[config.mk]
export PLATFORM = sky130hd
export DESIGN_NAME = idp_identify_block
export DESIGN_NICKNAME = d
export VERILOG_FILES = /design/src/shared/idp_pkg.sv /design/src/hw/idp_identify_block.sv
export SDC_FILE = /design/constraint.sdc
export NUM_CORES = 2
export LEC_CHECK = 0
export BUFFER_PORTS_ARGS = -buffer_cell sky130_fd_sc_hd__buf_2
export CORE_ASPECT_RATIO = 1.4
export CORE_UTILIZATION = 51
export CTS_CLUSTER_DIAMETER = 150
export DETAILED_ROUTE_END_ITERATION = 7
export MAX_ROUTING_LAYER = met4
export PLACE_DENSITY_LB_ADDON = 0.3
export SLEW_MARGIN = 20
export SYNTH_ARGS = -nofsm -noshare
export SYNTH_HDL_FRONTEND = slang
export SYNTH_SLANG_ARGS = --single-unit
[constraint.sdc]
create_clock -name ref_clk -period 9.4 [get_ports ref_clk]
set_input_delay 1.41 -clock ref_clk [delete_from_list [all_inputs] [get_ports ref_clk]]
set_output_delay 1.41 -clock ref_clk [all_outputs]
set_load 0.01 [all_outputs]
[src/shared/idp_pkg.sv]
// Constants shared by the identify parameter block responder
package idp_pkg;

   // ------------------------------------------------------------
   // Task-file and configuration register offsets
   // ------------------------------------------------------------
   localparam logic [3:0] REG_DATA      = 4'h0;
   localparam logic [3:0] REG_FEATURE   = 4'h1;
   localparam logic [3:0] REG_SECCOUNT  = 4'h2;
   localparam logic [3:0] REG_SECNUM    = 4'h3;
   localparam logic [3:0] REG_CYLLOW    = 4'h4;
   localparam logic [3:0] REG_CYLHIGH   = 4'h5;
   localparam logic [3:0] REG_DRVHEAD   = 4'h6;
   localparam logic [3:0] REG_COMMAND   = 4'h7;
   localparam logic [3:0] REG_STATUS    = 4'h7;
   localparam logic [3:0] REG_CFG_DMA   = 4'h8;
   localparam logic [3:0] REG_CFG_UDMA  = 4'h9;
   localparam logic [3:0] REG_CFG_MULT  = 4'hA;
   localparam logic [3:0] REG_STR_ADDR  = 4'hB;
   localparam logic [3:0] REG_STR_DATA  = 4'hC;

   // ------------------------------------------------------------
   // Commands and status bits
   // ------------------------------------------------------------
   localparam logic [7:0] CMD_IDENTIFY  = 8'hEC;
   localparam logic [7:0] CMD_SET_MULT  = 8'hC6;
   localparam int         STS_BUSY      = 7;
   localparam int         STS_READY     = 6;
   localparam int         STS_DRQ       = 3;

   // ------------------------------------------------------------
   // Fixed parameter block words
   // ------------------------------------------------------------
   localparam logic [15:0] W_GENCFG     = 16'h044A;
   localparam logic [15:0] W_RSVD5      = 16'h0200;
   localparam logic [15:0] W_BUFTYPE    = 16'h0002;
   localparam logic [15:0] W_MULTMAX    = 16'h8001;
   localparam logic [15:0] W_CAPAB      = 16'h0B00;
   localparam logic [15:0] W_PIOMODE    = 16'h0200;
   localparam logic [15:0] W_VALID      = 16'h0007;
   localparam logic [7:0]  W59_FLAG     = 8'h01;
   localparam logic [7:0]  MULT_RESET   = 8'h00;
   localparam logic [7:0]  DMA_SUPPORT  = 8'h07;
   localparam logic [15:0] W_PIOADV     = 16'h0003;
   localparam logic [15:0] W_CYCLE      = 16'h0078;
   localparam logic [15:0] W_MAJOR      = 16'h007E;
   localparam logic [15:0] W_MINOR      = 16'h0019;
   localparam logic [15:0] W_FEAT82     = 16'h706B;
   localparam logic [15:0] W_FEAT83     = 16'h400C;
   localparam logic [15:0] W_FEAT84     = 16'h4000;
   localparam logic [7:0]  UDMA_SUPPORT = 8'h1F;
   localparam logic [7:0]  DMA_SEL_RST  = 8'h04;
   localparam logic [7:0]  UDMA_SEL_RST = 8'h00;
   localparam logic [7:0]  ASCII_SPACE  = 8'h20;

   // ------------------------------------------------------------
   // String area in the programmable byte store
   // ------------------------------------------------------------
   localparam int          STR_BYTES    = 68;
   localparam logic [6:0]  SER_BASE     = 7'h00;
   localparam logic [6:0]  FW_BASE      = 7'h14;
   localparam logic [6:0]  MODEL_BASE   = 7'h1C;
   localparam logic [7:0]  WORD_LAST    = 8'hFF;

endpackage

[src/hw/idp_identify_block.sv]
// Identify command handler returning the 256-word parameter block
//
// Local design decision: strobed register access.
`timescale 1ns/1ps
module idp_identify_block
   import idp_pkg::*;
#(
   parameter logic [15:0] DEF_CYLS   = 16'h03D6,
   parameter logic [15:0] DEF_HEADS  = 16'h0010,
   parameter logic [15:0] DEF_SPT    = 16'h003F,
   parameter logic [15:0] BUF_SIZE   = 16'h0001,
   parameter logic [15:0] ECC_BYTES  = 16'h0004,
   // Arbitrary vendor word
   parameter logic [15:0] VENDOR_WORD = 16'h0000
) (
   input  wire logic        ref_clk,
   input  wire logic        reset_n,
   input  wire logic [3:0]  regAddr,
   input  wire logic [15:0] regWrData,
   input  wire logic        regWrite,
   input  wire logic        regRead,
   output logic      [15:0] regRdData,
   output logic             dataRequest,
   output logic             cmdBusy
);

   // ------------------------------------------------------------
   // Task-file and configuration registers
   // ------------------------------------------------------------
   logic [7:0]  featureSelect_reg;
   logic [7:0]  sectorCount_reg;
   logic [7:0]  sectorNumber_reg;
   logic [7:0]  cylLow_reg;
   logic [7:0]  cylHigh_reg;
   logic [7:0]  driveHead_reg;
   logic [7:0]  dmaSelect_reg;
   logic [7:0]  udmaSelect_reg;
   logic [7:0]  multCount_reg;
   logic [6:0]  strAddr_reg;
   logic [7:0]  strMem [STR_BYTES];
   logic [15:0] regRdData_reg;

   typedef enum logic [1:0] {ST_IDLE, ST_BUSY, ST_XFER} idp_state_t;
   idp_state_t  state_reg;
   idp_state_t  state_next;
   logic [7:0]  wordIdx_reg;
   logic [7:0]  wordIdx_next;

   wire wrCmd  = regWrite && regAddr == REG_COMMAND;
   wire rdData = regRead && regAddr == REG_DATA && state_reg == ST_XFER;
   wire [31:0] totalSectors = 32'(DEF_CYLS) * 32'(DEF_HEADS) * 32'(DEF_SPT);

   function automatic logic [15:0] strWord(input logic [6:0] base, input logic [7:0] off);
      logic [6:0] b;
      b = base + 7'({off[6:0], 1'b0});
      return {strMem[b], strMem[7'(b + 7'h01)]};
   endfunction

   // ------------------------------------------------------------
   // Parameter block word decode
   // ------------------------------------------------------------
   logic [15:0] blockWord;
   always_comb begin
      // Unlisted words are reserved and read zero
      // reserved read zero
      blockWord = 16'h0000;
      unique case (wordIdx_reg) inside
         8'd0:          blockWord = W_GENCFG;
         8'd1:          blockWord = DEF_CYLS;
         8'd3:          blockWord = DEF_HEADS;
         8'd5:          blockWord = W_RSVD5;
         8'd6:          blockWord = DEF_SPT;
         8'd7:          blockWord = totalSectors[31:16];
         8'd8:          blockWord = totalSectors[15:0];
         8'd9:          blockWord = VENDOR_WORD;
         [8'd10:8'd19]: blockWord = strWord(SER_BASE, wordIdx_reg - 8'd10);
         8'd20:         blockWord = W_BUFTYPE;
         8'd21:         blockWord = BUF_SIZE;
         8'd22:         blockWord = ECC_BYTES;
         [8'd23:8'd26]: blockWord = strWord(FW_BASE, wordIdx_reg - 8'd23);
         [8'd27:8'd46]: blockWord = strWord(MODEL_BASE, wordIdx_reg - 8'd27);
         8'd47:         blockWord = W_MULTMAX;
         8'd49:         blockWord = W_CAPAB;
         8'd51:         blockWord = W_PIOMODE;
         8'd53:         blockWord = W_VALID;
         8'd54:         blockWord = DEF_CYLS;
         8'd55:         blockWord = DEF_HEADS;
         8'd56:         blockWord = DEF_SPT;
         8'd57:         blockWord = totalSectors[15:0];
         8'd58:         blockWord = totalSectors[31:16];
         8'd59:         blockWord = {W59_FLAG, multCount_reg};
         8'd60:         blockWord = totalSectors[15:0];
         8'd61:         blockWord = totalSectors[31:16];
         8'd63:         blockWord = {dmaSelect_reg, DMA_SUPPORT};
         8'd64:         blockWord = W_PIOADV;
         [8'd65:8'd68]: blockWord = W_CYCLE;
         8'd80:         blockWord = W_MAJOR;
         8'd81:         blockWord = W_MINOR;
         8'd82:         blockWord = W_FEAT82;
         8'd83:         blockWord = W_FEAT83;
         8'd84:         blockWord = W_FEAT84;
         8'd88:         blockWord = {udmaSelect_reg, UDMA_SUPPORT};
         default:       blockWord = 16'h0000;
      endcase
   end

   // ------------------------------------------------------------
   // Command sequencing, like a one-sector read
   // ------------------------------------------------------------
   always_comb begin
      state_next   = state_reg;
      wordIdx_next = wordIdx_reg;
      unique case (state_reg)
         ST_IDLE: begin
            if (wrCmd && regWrData[7:0] == CMD_IDENTIFY) begin
               state_next   = ST_BUSY;
               wordIdx_next = 8'h00;
            end
         end
         ST_BUSY: state_next = ST_XFER;
         ST_XFER: begin
            if (rdData) begin
               wordIdx_next = wordIdx_reg + 8'h01;
               if (wordIdx_reg == WORD_LAST) begin
                  state_next = ST_IDLE;
               end
            end
         end
      endcase
   end

   wire [7:0] statusByte = {state_reg == ST_BUSY, state_reg != ST_BUSY, 1'b0, 1'b0,
                            state_reg == ST_XFER, 3'b000};

   logic [15:0] rdMux;
   assign rdMux = regAddr == REG_DATA     ? (rdData ? blockWord : 16'h0000) :
                  regAddr == REG_FEATURE  ? {8'h00, featureSelect_reg} :
                  regAddr == REG_SECCOUNT ? {8'h00, sectorCount_reg} :
                  regAddr == REG_SECNUM   ? {8'h00, sectorNumber_reg} :
                  regAddr == REG_CYLLOW   ? {8'h00, cylLow_reg} :
                  regAddr == REG_CYLHIGH  ? {8'h00, cylHigh_reg} :
                  regAddr == REG_DRVHEAD  ? {8'h00, driveHead_reg} :
                  regAddr == REG_STATUS   ? {8'h00, statusByte} :
                  regAddr == REG_CFG_DMA  ? {8'h00, dmaSelect_reg} :
                  regAddr == REG_CFG_UDMA ? {8'h00, udmaSelect_reg} :
                  regAddr == REG_CFG_MULT ? {8'h00, multCount_reg} :
                  regAddr == REG_STR_ADDR ? {9'h000, strAddr_reg} :
                  regAddr == REG_STR_DATA ? {8'h00, strMem[strAddr_reg]} : 16'h0000;

   // ------------------------------------------------------------
   // Register storage
   // ------------------------------------------------------------
   always_ff @(posedge ref_clk) begin
      if (!reset_n) begin
         state_reg         <= ST_IDLE;
         wordIdx_reg       <= 8'h00;
         featureSelect_reg <= 8'h00;
         sectorCount_reg   <= 8'h00;
         sectorNumber_reg  <= 8'h00;
         cylLow_reg        <= 8'h00;
         cylHigh_reg       <= 8'h00;
         driveHead_reg     <= 8'h00;
         dmaSelect_reg     <= DMA_SEL_RST;
         udmaSelect_reg    <= UDMA_SEL_RST;
         multCount_reg     <= MULT_RESET;
         strAddr_reg       <= 7'h00;
         regRdData_reg     <= 16'h0000;
      end else begin
         state_reg     <= state_next;
         wordIdx_reg   <= wordIdx_next;
         regRdData_reg <= regRead ? rdMux : 16'h0000;
         if (regWrite) begin
            unique case (regAddr)
               REG_FEATURE:  featureSelect_reg <= regWrData[7:0];
               REG_SECCOUNT: sectorCount_reg   <= regWrData[7:0];
               REG_SECNUM:   sectorNumber_reg  <= regWrData[7:0];
               REG_CYLLOW:   cylLow_reg        <= regWrData[7:0];
               REG_CYLHIGH:  cylHigh_reg       <= regWrData[7:0];
               REG_DRVHEAD:  driveHead_reg     <= regWrData[7:0];
               REG_CFG_DMA:  dmaSelect_reg     <= regWrData[7:0];
               REG_CFG_UDMA: udmaSelect_reg    <= regWrData[7:0];
               REG_STR_ADDR: strAddr_reg       <= regWrData[6:0];
               REG_STR_DATA: strAddr_reg       <= strAddr_reg + 7'h01;
               default: ;
            endcase
            // Set-multiple latches the sector count
            if (wrCmd && regWrData[7:0] == CMD_SET_MULT && state_reg == ST_IDLE) begin
               multCount_reg <= sectorCount_reg;
            end
         end
      end
   end

   // String store: serial, firmware and model, all spaces after reset
   always_ff @(posedge ref_clk) begin
      for (int i = 0; i < STR_BYTES; i++) begin
         if (!reset_n) begin
            strMem[i] <= ASCII_SPACE;
         end else if (regWrite && regAddr == REG_STR_DATA && int'(strAddr_reg) == i) begin
            strMem[i] <= regWrData[7:0];
         end
      end
   end

   assign regRdData   = regRdData_reg;
   assign dataRequest = state_reg == ST_XFER;
   assign cmdBusy     = state_reg == ST_BUSY;

endmodule // idp_identify_block

======== After elaboration in Yosys (flattened, before gate mapping) ========
Memories as Yosys holds them, arrays and structs flattened. A register that Yosys moved wholly into a read port is not among the register bits.
Index checks and enable logic that the tools add are counted.
word-level totals
  register bits after elaboration ......... 105
  memory bits (writable) .................. 544
  bits of input ports ..................... 24
  output and inout port bits .............. 18
  word-level logic and storage cells ...... 619
  memories kept ........................... 1
memories
  name    depth  bits a word  rd ports  clocked after Yosys merged registers in  write ports  line                      RTL
  strMem  68     8            7         1                                        68           idp_identify_block.sv:40  logic [7:0] strMem [STR_BYTES];
operators by class
  $add $sub $neg .......................... 10
  $lt $le $gt $ge ......................... 8
  eq/ne operators ......................... 117
  muxes and demuxes ....................... 298
  bitwise operators ....................... 68
  reduce and logical (&&, ||, !) cells .... 104
operators by type and width
  kind                                                 number
  two-way mux 8 bit                                    82
  case mux 16 bit (26 select lines)                    1
  == test 7 bit, second input constant                 36
  two-way mux 1 bit                                    205
  == test 7 x 6 -> 1 bit, second input constant        16
  == test 8 x 6 -> 1 bit, second input constant        13
  logical AND 1 bit                                    79
  bitwise OR 1 bit                                     68
  == test 7 x 5 -> 1 bit, second input constant        8
  == test 8 x 7 -> 1 bit, second input constant        7
  two-way mux 16 bit                                   2
  adder 7 x 1 -> 7 bit, second input constant          4
  == test 7 x 4 -> 1 bit, second input constant        4
  == test 8 x 3 -> 1 bit, second input constant        3
  == test 8 x 5 -> 1 bit, second input constant        3
  == test 8 bit, second input constant                 3
  AND reduction 2 bit                                  11
  == test 4 bit, second input constant                 5
  == test 4 x 3 -> 1 bit, second input constant        4
  >= comparator 8 x 5 -> 1 bit, second input constant  2
  <= comparator 8 x 5 -> 1 bit, second input constant  2
  case mux 8 bit (2 select lines)                      1
  adder 5 x 7 -> 7 bit, first input constant           2
  == test 7 x 3 -> 1 bit, second input constant        2
  other kinds (29)                                     42

======== Logic depth before layout (Yosys ltp) ========
  depth after elaboration ................. 14
  gate-level depth with buffers ........... 18
  gate-level depth less buffers ........... 11

======== Least setup slack after synthesis ========
No wires, ideal clock.
  path kind ............................... register -> register
  start ................................... register wordIdx_reg[0]
  end ..................................... register regRdData_reg[2] (netlist: regRdData[2])
  setup time .............................. 0.128 ns
  arrival ................................. 3.775 ns
  required time ........................... 9.272 ns
  path slack .............................. 5.497 ns
  stages on the path, launching flop included .. 18
  buffers on the path ..................... 6
  clock period less this slack ............ 3.903 ns
  path through ............................ dfxtp_1 -> buf_6 -> buf_4 -> buf_2 -> inv_2 -> buf_2 -> buf_2 -> ha_1 -> buf_4 -> inv_1 -> ha_1 -> or4b_1 -> a21oi_1 -> a311oi_2 -> a211oi_4 -> nor2_1 -> a221oi_1 -> o211ai_1
on the way
  longest elaborated chain between the ends .. 7
  elaborated cells on any way between the ends .. 60
  those cells by class .................... add/sub: 8; order compare: 8; eq/ne: 29; mux: 3; reduce/logical: 11; memory: 1
ends and longest elaborated chain
  item                                          line                                                RTL
  start, declared                               idp_identify_block.sv:46                            logic [7:0] wordIdx_reg;
  start signal, assigned                        idp_identify_block.sv:170                           wordIdx_reg <= wordIdx_next;
  subtractor 6 x 5 -> 6 bit (on tied branches)  idp_identify_block.sv:81, idp_identify_block.sv:80
  adder 5 x 7 -> 7 bit                          idp_identify_block.sv:55                            b = base + 7'({off[6:0], 1'b0});
  adder 7 x 1 -> 7 bit                          idp_identify_block.sv:56                            return {strMem[b], strMem[7'(b + 7'h01)]};
  memory (68 x 8 bit)                           --
  case mux 16 bit (26 select lines) *           idp_identify_block.sv:67                            unique case (wordIdx_reg) inside
  two-way mux 16 bit * (2 in a row)             idp_identify_block.sv:136                           assign rdMux = regAddr == REG_DATA ? (rdData ? blockWord : 16'h0000) :
  end signal, assigned                          idp_identify_block.sv:171                           regRdData_reg <= regRead ? rdMux : 16'h0000;
  end, declared                                 idp_identify_block.sv:41                            logic [15:0] regRdData_reg;
Mark *: on every way between the ends. The rest lies on a longest branch, timed or not.
A chain may end at the register's enable or synchronous reset.

======== Worst setup path after layout ========
  start ................................... register wordIdx_reg[1]
  end ..................................... register regRdData_reg[14] (netlist: regRdData[14])
on the way
  longest elaborated chain between the ends .. 6
  elaborated cells on any way between the ends .. 57
  those cells by class .................... add/sub: 5; order compare: 8; eq/ne: 29; mux: 3; reduce/logical: 11; memory: 1
ends and longest elaborated chain
  item                                          line
  subtractor 6 x 5 -> 6 bit (on tied branches)  idp_identify_block.sv:81, idp_identify_block.sv:80
  adder 5 x 7 -> 7 bit                          idp_identify_block.sv:55
  memory (68 x 8 bit)                           --
  case mux 16 bit (26 select lines) *           idp_identify_block.sv:67
  two-way mux 16 bit * (2 in a row)             idp_identify_block.sv:136
Marked as above.

==> summary.txt <==
STA
  – Endpoints failing hold: 0
  – Final setup skew: approximately 0.032 ns
  – Fin crit share: 0.6104
  – Final setup TNS: 0 ns
  – Max Slew Vio Count: 0
  – Slew margin rel.: 0.1603
  – Crit path time final: 5.737 ns
  – PnR worst setup slack: about 3.7 ns
  – Max Clk Rate: 0.1743 GHz
  – Unrepaired setup endpoints after global routing: no
  – Worst-Margin Slew: around 1.3 ns
  – # setup viols final: 0

Outcome
  – Status: finished, violations left
  – Violated checks: design-rule violations

Synth
  – Main synth FF type: edfxtp_1
  – Synthesized Nets: about 3600
  – Post-synth EDFFs: ~540
  – Synth async-reset ratio: 0
  – Synth warn: 0
  – Synthesized instance count: ~3500
  – Top area cells in the synthesized netlist: edfxtp_1, mux4_2, and2_1
  – Post-synth top area share: 0.3812
  – Synth Register Bits: 656
  – Sequential area share after synthesis: 0.4335
  – Post-synth top area cell: edfxtp_1
  – Synth cell types: 99
  – Avg Cell Area, Syn: approximately 12 um^2
  – Synthesized area: around 43000 um^2

Route
  – Post-Route WL: 177.8 mm
  – WL per Instance: between 30 and 40 um
  – Via count: 33360
  – Avg Vias per Cell: around 7.3
  – Initial drt markers: 4596
  – DRC: 16
  – Antenna-violating nets left: 0
  – DR pass1 iterations: 8

Placement
  – Pre-CTS worst setup slack: about 3.8 ns
  – DPL Wire Length: 127.2 mm
  – Buffers on Ports: 33
  – Gp weighted congestion: about 1.0

Clock tree
  – Clock slew at reported path FFs: 0.06 ns
  – H-tree depth: 3
  – Hold-fix buffers at CTS: 0
  – Clock Tree Buf Depth: 3
  – Clk_lat worst skew: approximately 0.65 ns
  – Num CTS Buffers: 72
  – Clock Tree Root: clkbuf_16
  – Clock Sinks: ~660
  – Postcts setup bufs: 0
  – CTS tree: done
  – CTS resizes: 0

Setup path
  – R2R Path Start: wordIdx_reg[1]
  – CP Class: reg -> reg
  – Worst setup EP type: register
  – CP Launch Type: register
  – Worst Setup SP: wordIdx_reg[1]
  – Worst r2r dst: regRdData[14]
  – Worst setup path end: regRdData[14]
  – CP arrival: about 6.3 ns
  – Reg2Reg Depth: 9
  – CP Data Required Time: slightly below 10 ns
  – Crit Path Max Fanout: 44
  – R2R Setup Slk: 3.66 ns

Min path
  – Worst hold path class: reg -> reg

Global route
  – Largest net degree at the start of global routing: roughly 120
  – Grt total ovfl: 0
  – Vias in the first global route: around 31000
  – Tot GR Track Use: 0.4335
  – Global-route wire length before repair: roughly 250 mm
  – Initial antenna violation count: 12

Floorplanning
  – Boundary pin count: 42
  – Die area: 85200 um^2
  – Die width: 247.0 um
  – Die Y-Extent: 345.0 um
  – Core region area: 83050 um^2
  – Starting density of the core: 0.5160
  – Floorplan row count: 125

Final layout
  – Most common cell after layout, fill and taps aside: edfxtp_1
  – Nets: 3476
  – Max reg flops: ~540
  – Layout cells sized above 1: 0.2045
  – Commonest non-fill, non-tap cells in the layout: edfxtp_1, and2_1, mux4_2
  – Filler Cells Inserted: 6933
  – Area growth from synthesis to layout: 8.135%

Pwr
  – Pwr/cell area: around 150 nW/um^2
  – IR drop worst, VDD: 102.0 uV
  – Internal power: approximately 5.2 mW
  – Switching portion of total power: 0.2512
  – Logic pwr share: 0.084
  – Clock power frac: 0.444
  – Switching power total: 1.759 mW
  – Sequential share of power: 0.472
  – Leak Pwr: roughly 15 nW

Job
  – Max Cap Viol: 0
[metrics by stage]
stage,utilization,instances,cell area [um^2],hold slack [ns],total power [mW]
floorplan,-,3542,42850,0.4319,3.651
global placement,0.5269,4440,43760,0.4379,3.922
detailed placement,0.5270,4440,43770,0.4449,3.929
CTS,0.5575,4571,46300,0.4535,6.971
global route,0.5579,4578,46330,0.4899,7.108
finish,0.5580,4581,46340,0.4537,7.004
[metal layers]
layer	part of all wire	vias to the layer above	wire length (um)	GRT usage
met5	0	-	0	-
met4	0.10	0	17860	0.3472
met3	0.098	602	17490	0.09390
met2	0.47	2394	82890	0.6678
met1	0.33	16840	59540	0.4873
li1	-	13530	-	-
[layout make-up]
cell class	count	area (um^2)	area share
well taps	1079	1350	0.02914
clock buffers	92	2022	0.04364
clock inverters	39	505.5	0.01091
diodes	10	25.02	0.0005400
flip-flops and latches	656	18590	0.4013
inverters	26	97.59	0.002106
repair buffers	164	1176	0.02538
multi-input cells	2515	22570	0.4870
[Yosys cell counts (6+ instances only)]
cell       number
a31oi_1        19
nand3b_1       10
buf_2          93
and3_1         19
a21boi_0       27
o22ai_1        17
a32oi_1        11
edfxtp_1      544
buf_1          13
nand4_1        11
a211o_1         6
nor2_1        183
o21ai_0       158
dfxtp_1       112
nand2b_1       19
and2_1        490
mux4_2        349
o21ai_1        26
mux2_2         31
a21o_1          9
a2111oi_0      12
nand3_1        88
o21a_1          9
buf_6          21
o221ai_1       13
a311oi_1        7
inv_1          22
clkbuf_1      177
nand2_1       130
a22oi_1        49
nor3_1         17
o211ai_1       28
a211oi_1       20
mux2i_1       300
or3_1          85
a21oi_1        89
nor4_1         12
nor2b_1        77
a221oi_1       53
buf_4          41
ha_1           17
a22o_1         12
a21boi_1        8
[critical path, cell delays in order, from the launching register on]
cell	delay, ns
dfxtp_4	0.43
inv_1	0.40
ha_4	0.94
buf_4	0.69
buf_4	0.77
mux4_2	0.65
mux2i_1	0.76
mux4_2	0.39
o221ai_1	0.11
o31a_1	0.32
[power groups by stage]
stage	clock network, mW	registers (mW)	logic, mW
final	3.11	3.30	0.591
after global routing	3.20	3.31	0.600
after CTS	3.10	3.30	0.571
after detailed placement	0	3.36	0.569
after global placement	0	3.36	0.567
after floorplan	0	3.32	0.334
[logic make-up after synthesis]
family	after synthesis	share of synthesized area
AOI/OAI and AO/OA	629	0.1005
and+or+nand+nor	1179	0.1542
adders and majority gates	18	0.005226
DFF	656	0.4335
buffers and inverters	371	0.04248
xor gates and xnor gates	9	0.002365
muxes	680	0.2617
[worst min path at each step]
stage,startpoint,end,slack (ns),cells after the start
floorplan,featureSelect_reg[4],featureSelect_reg[4],0.43,2
global placement,featureSelect_reg[4],featureSelect_reg[4],0.44,2
detailed placement,featureSelect_reg[4],featureSelect_reg[4],0.44,2
CTS,featureSelect_reg[6],featureSelect_reg[6],0.45,2
global route,featureSelect_reg[2],featureSelect_reg[2],0.49,2
finish,featureSelect_reg[4],featureSelect_reg[4],0.45,2
Note: power is estimated with default switching activity, not from simulation.
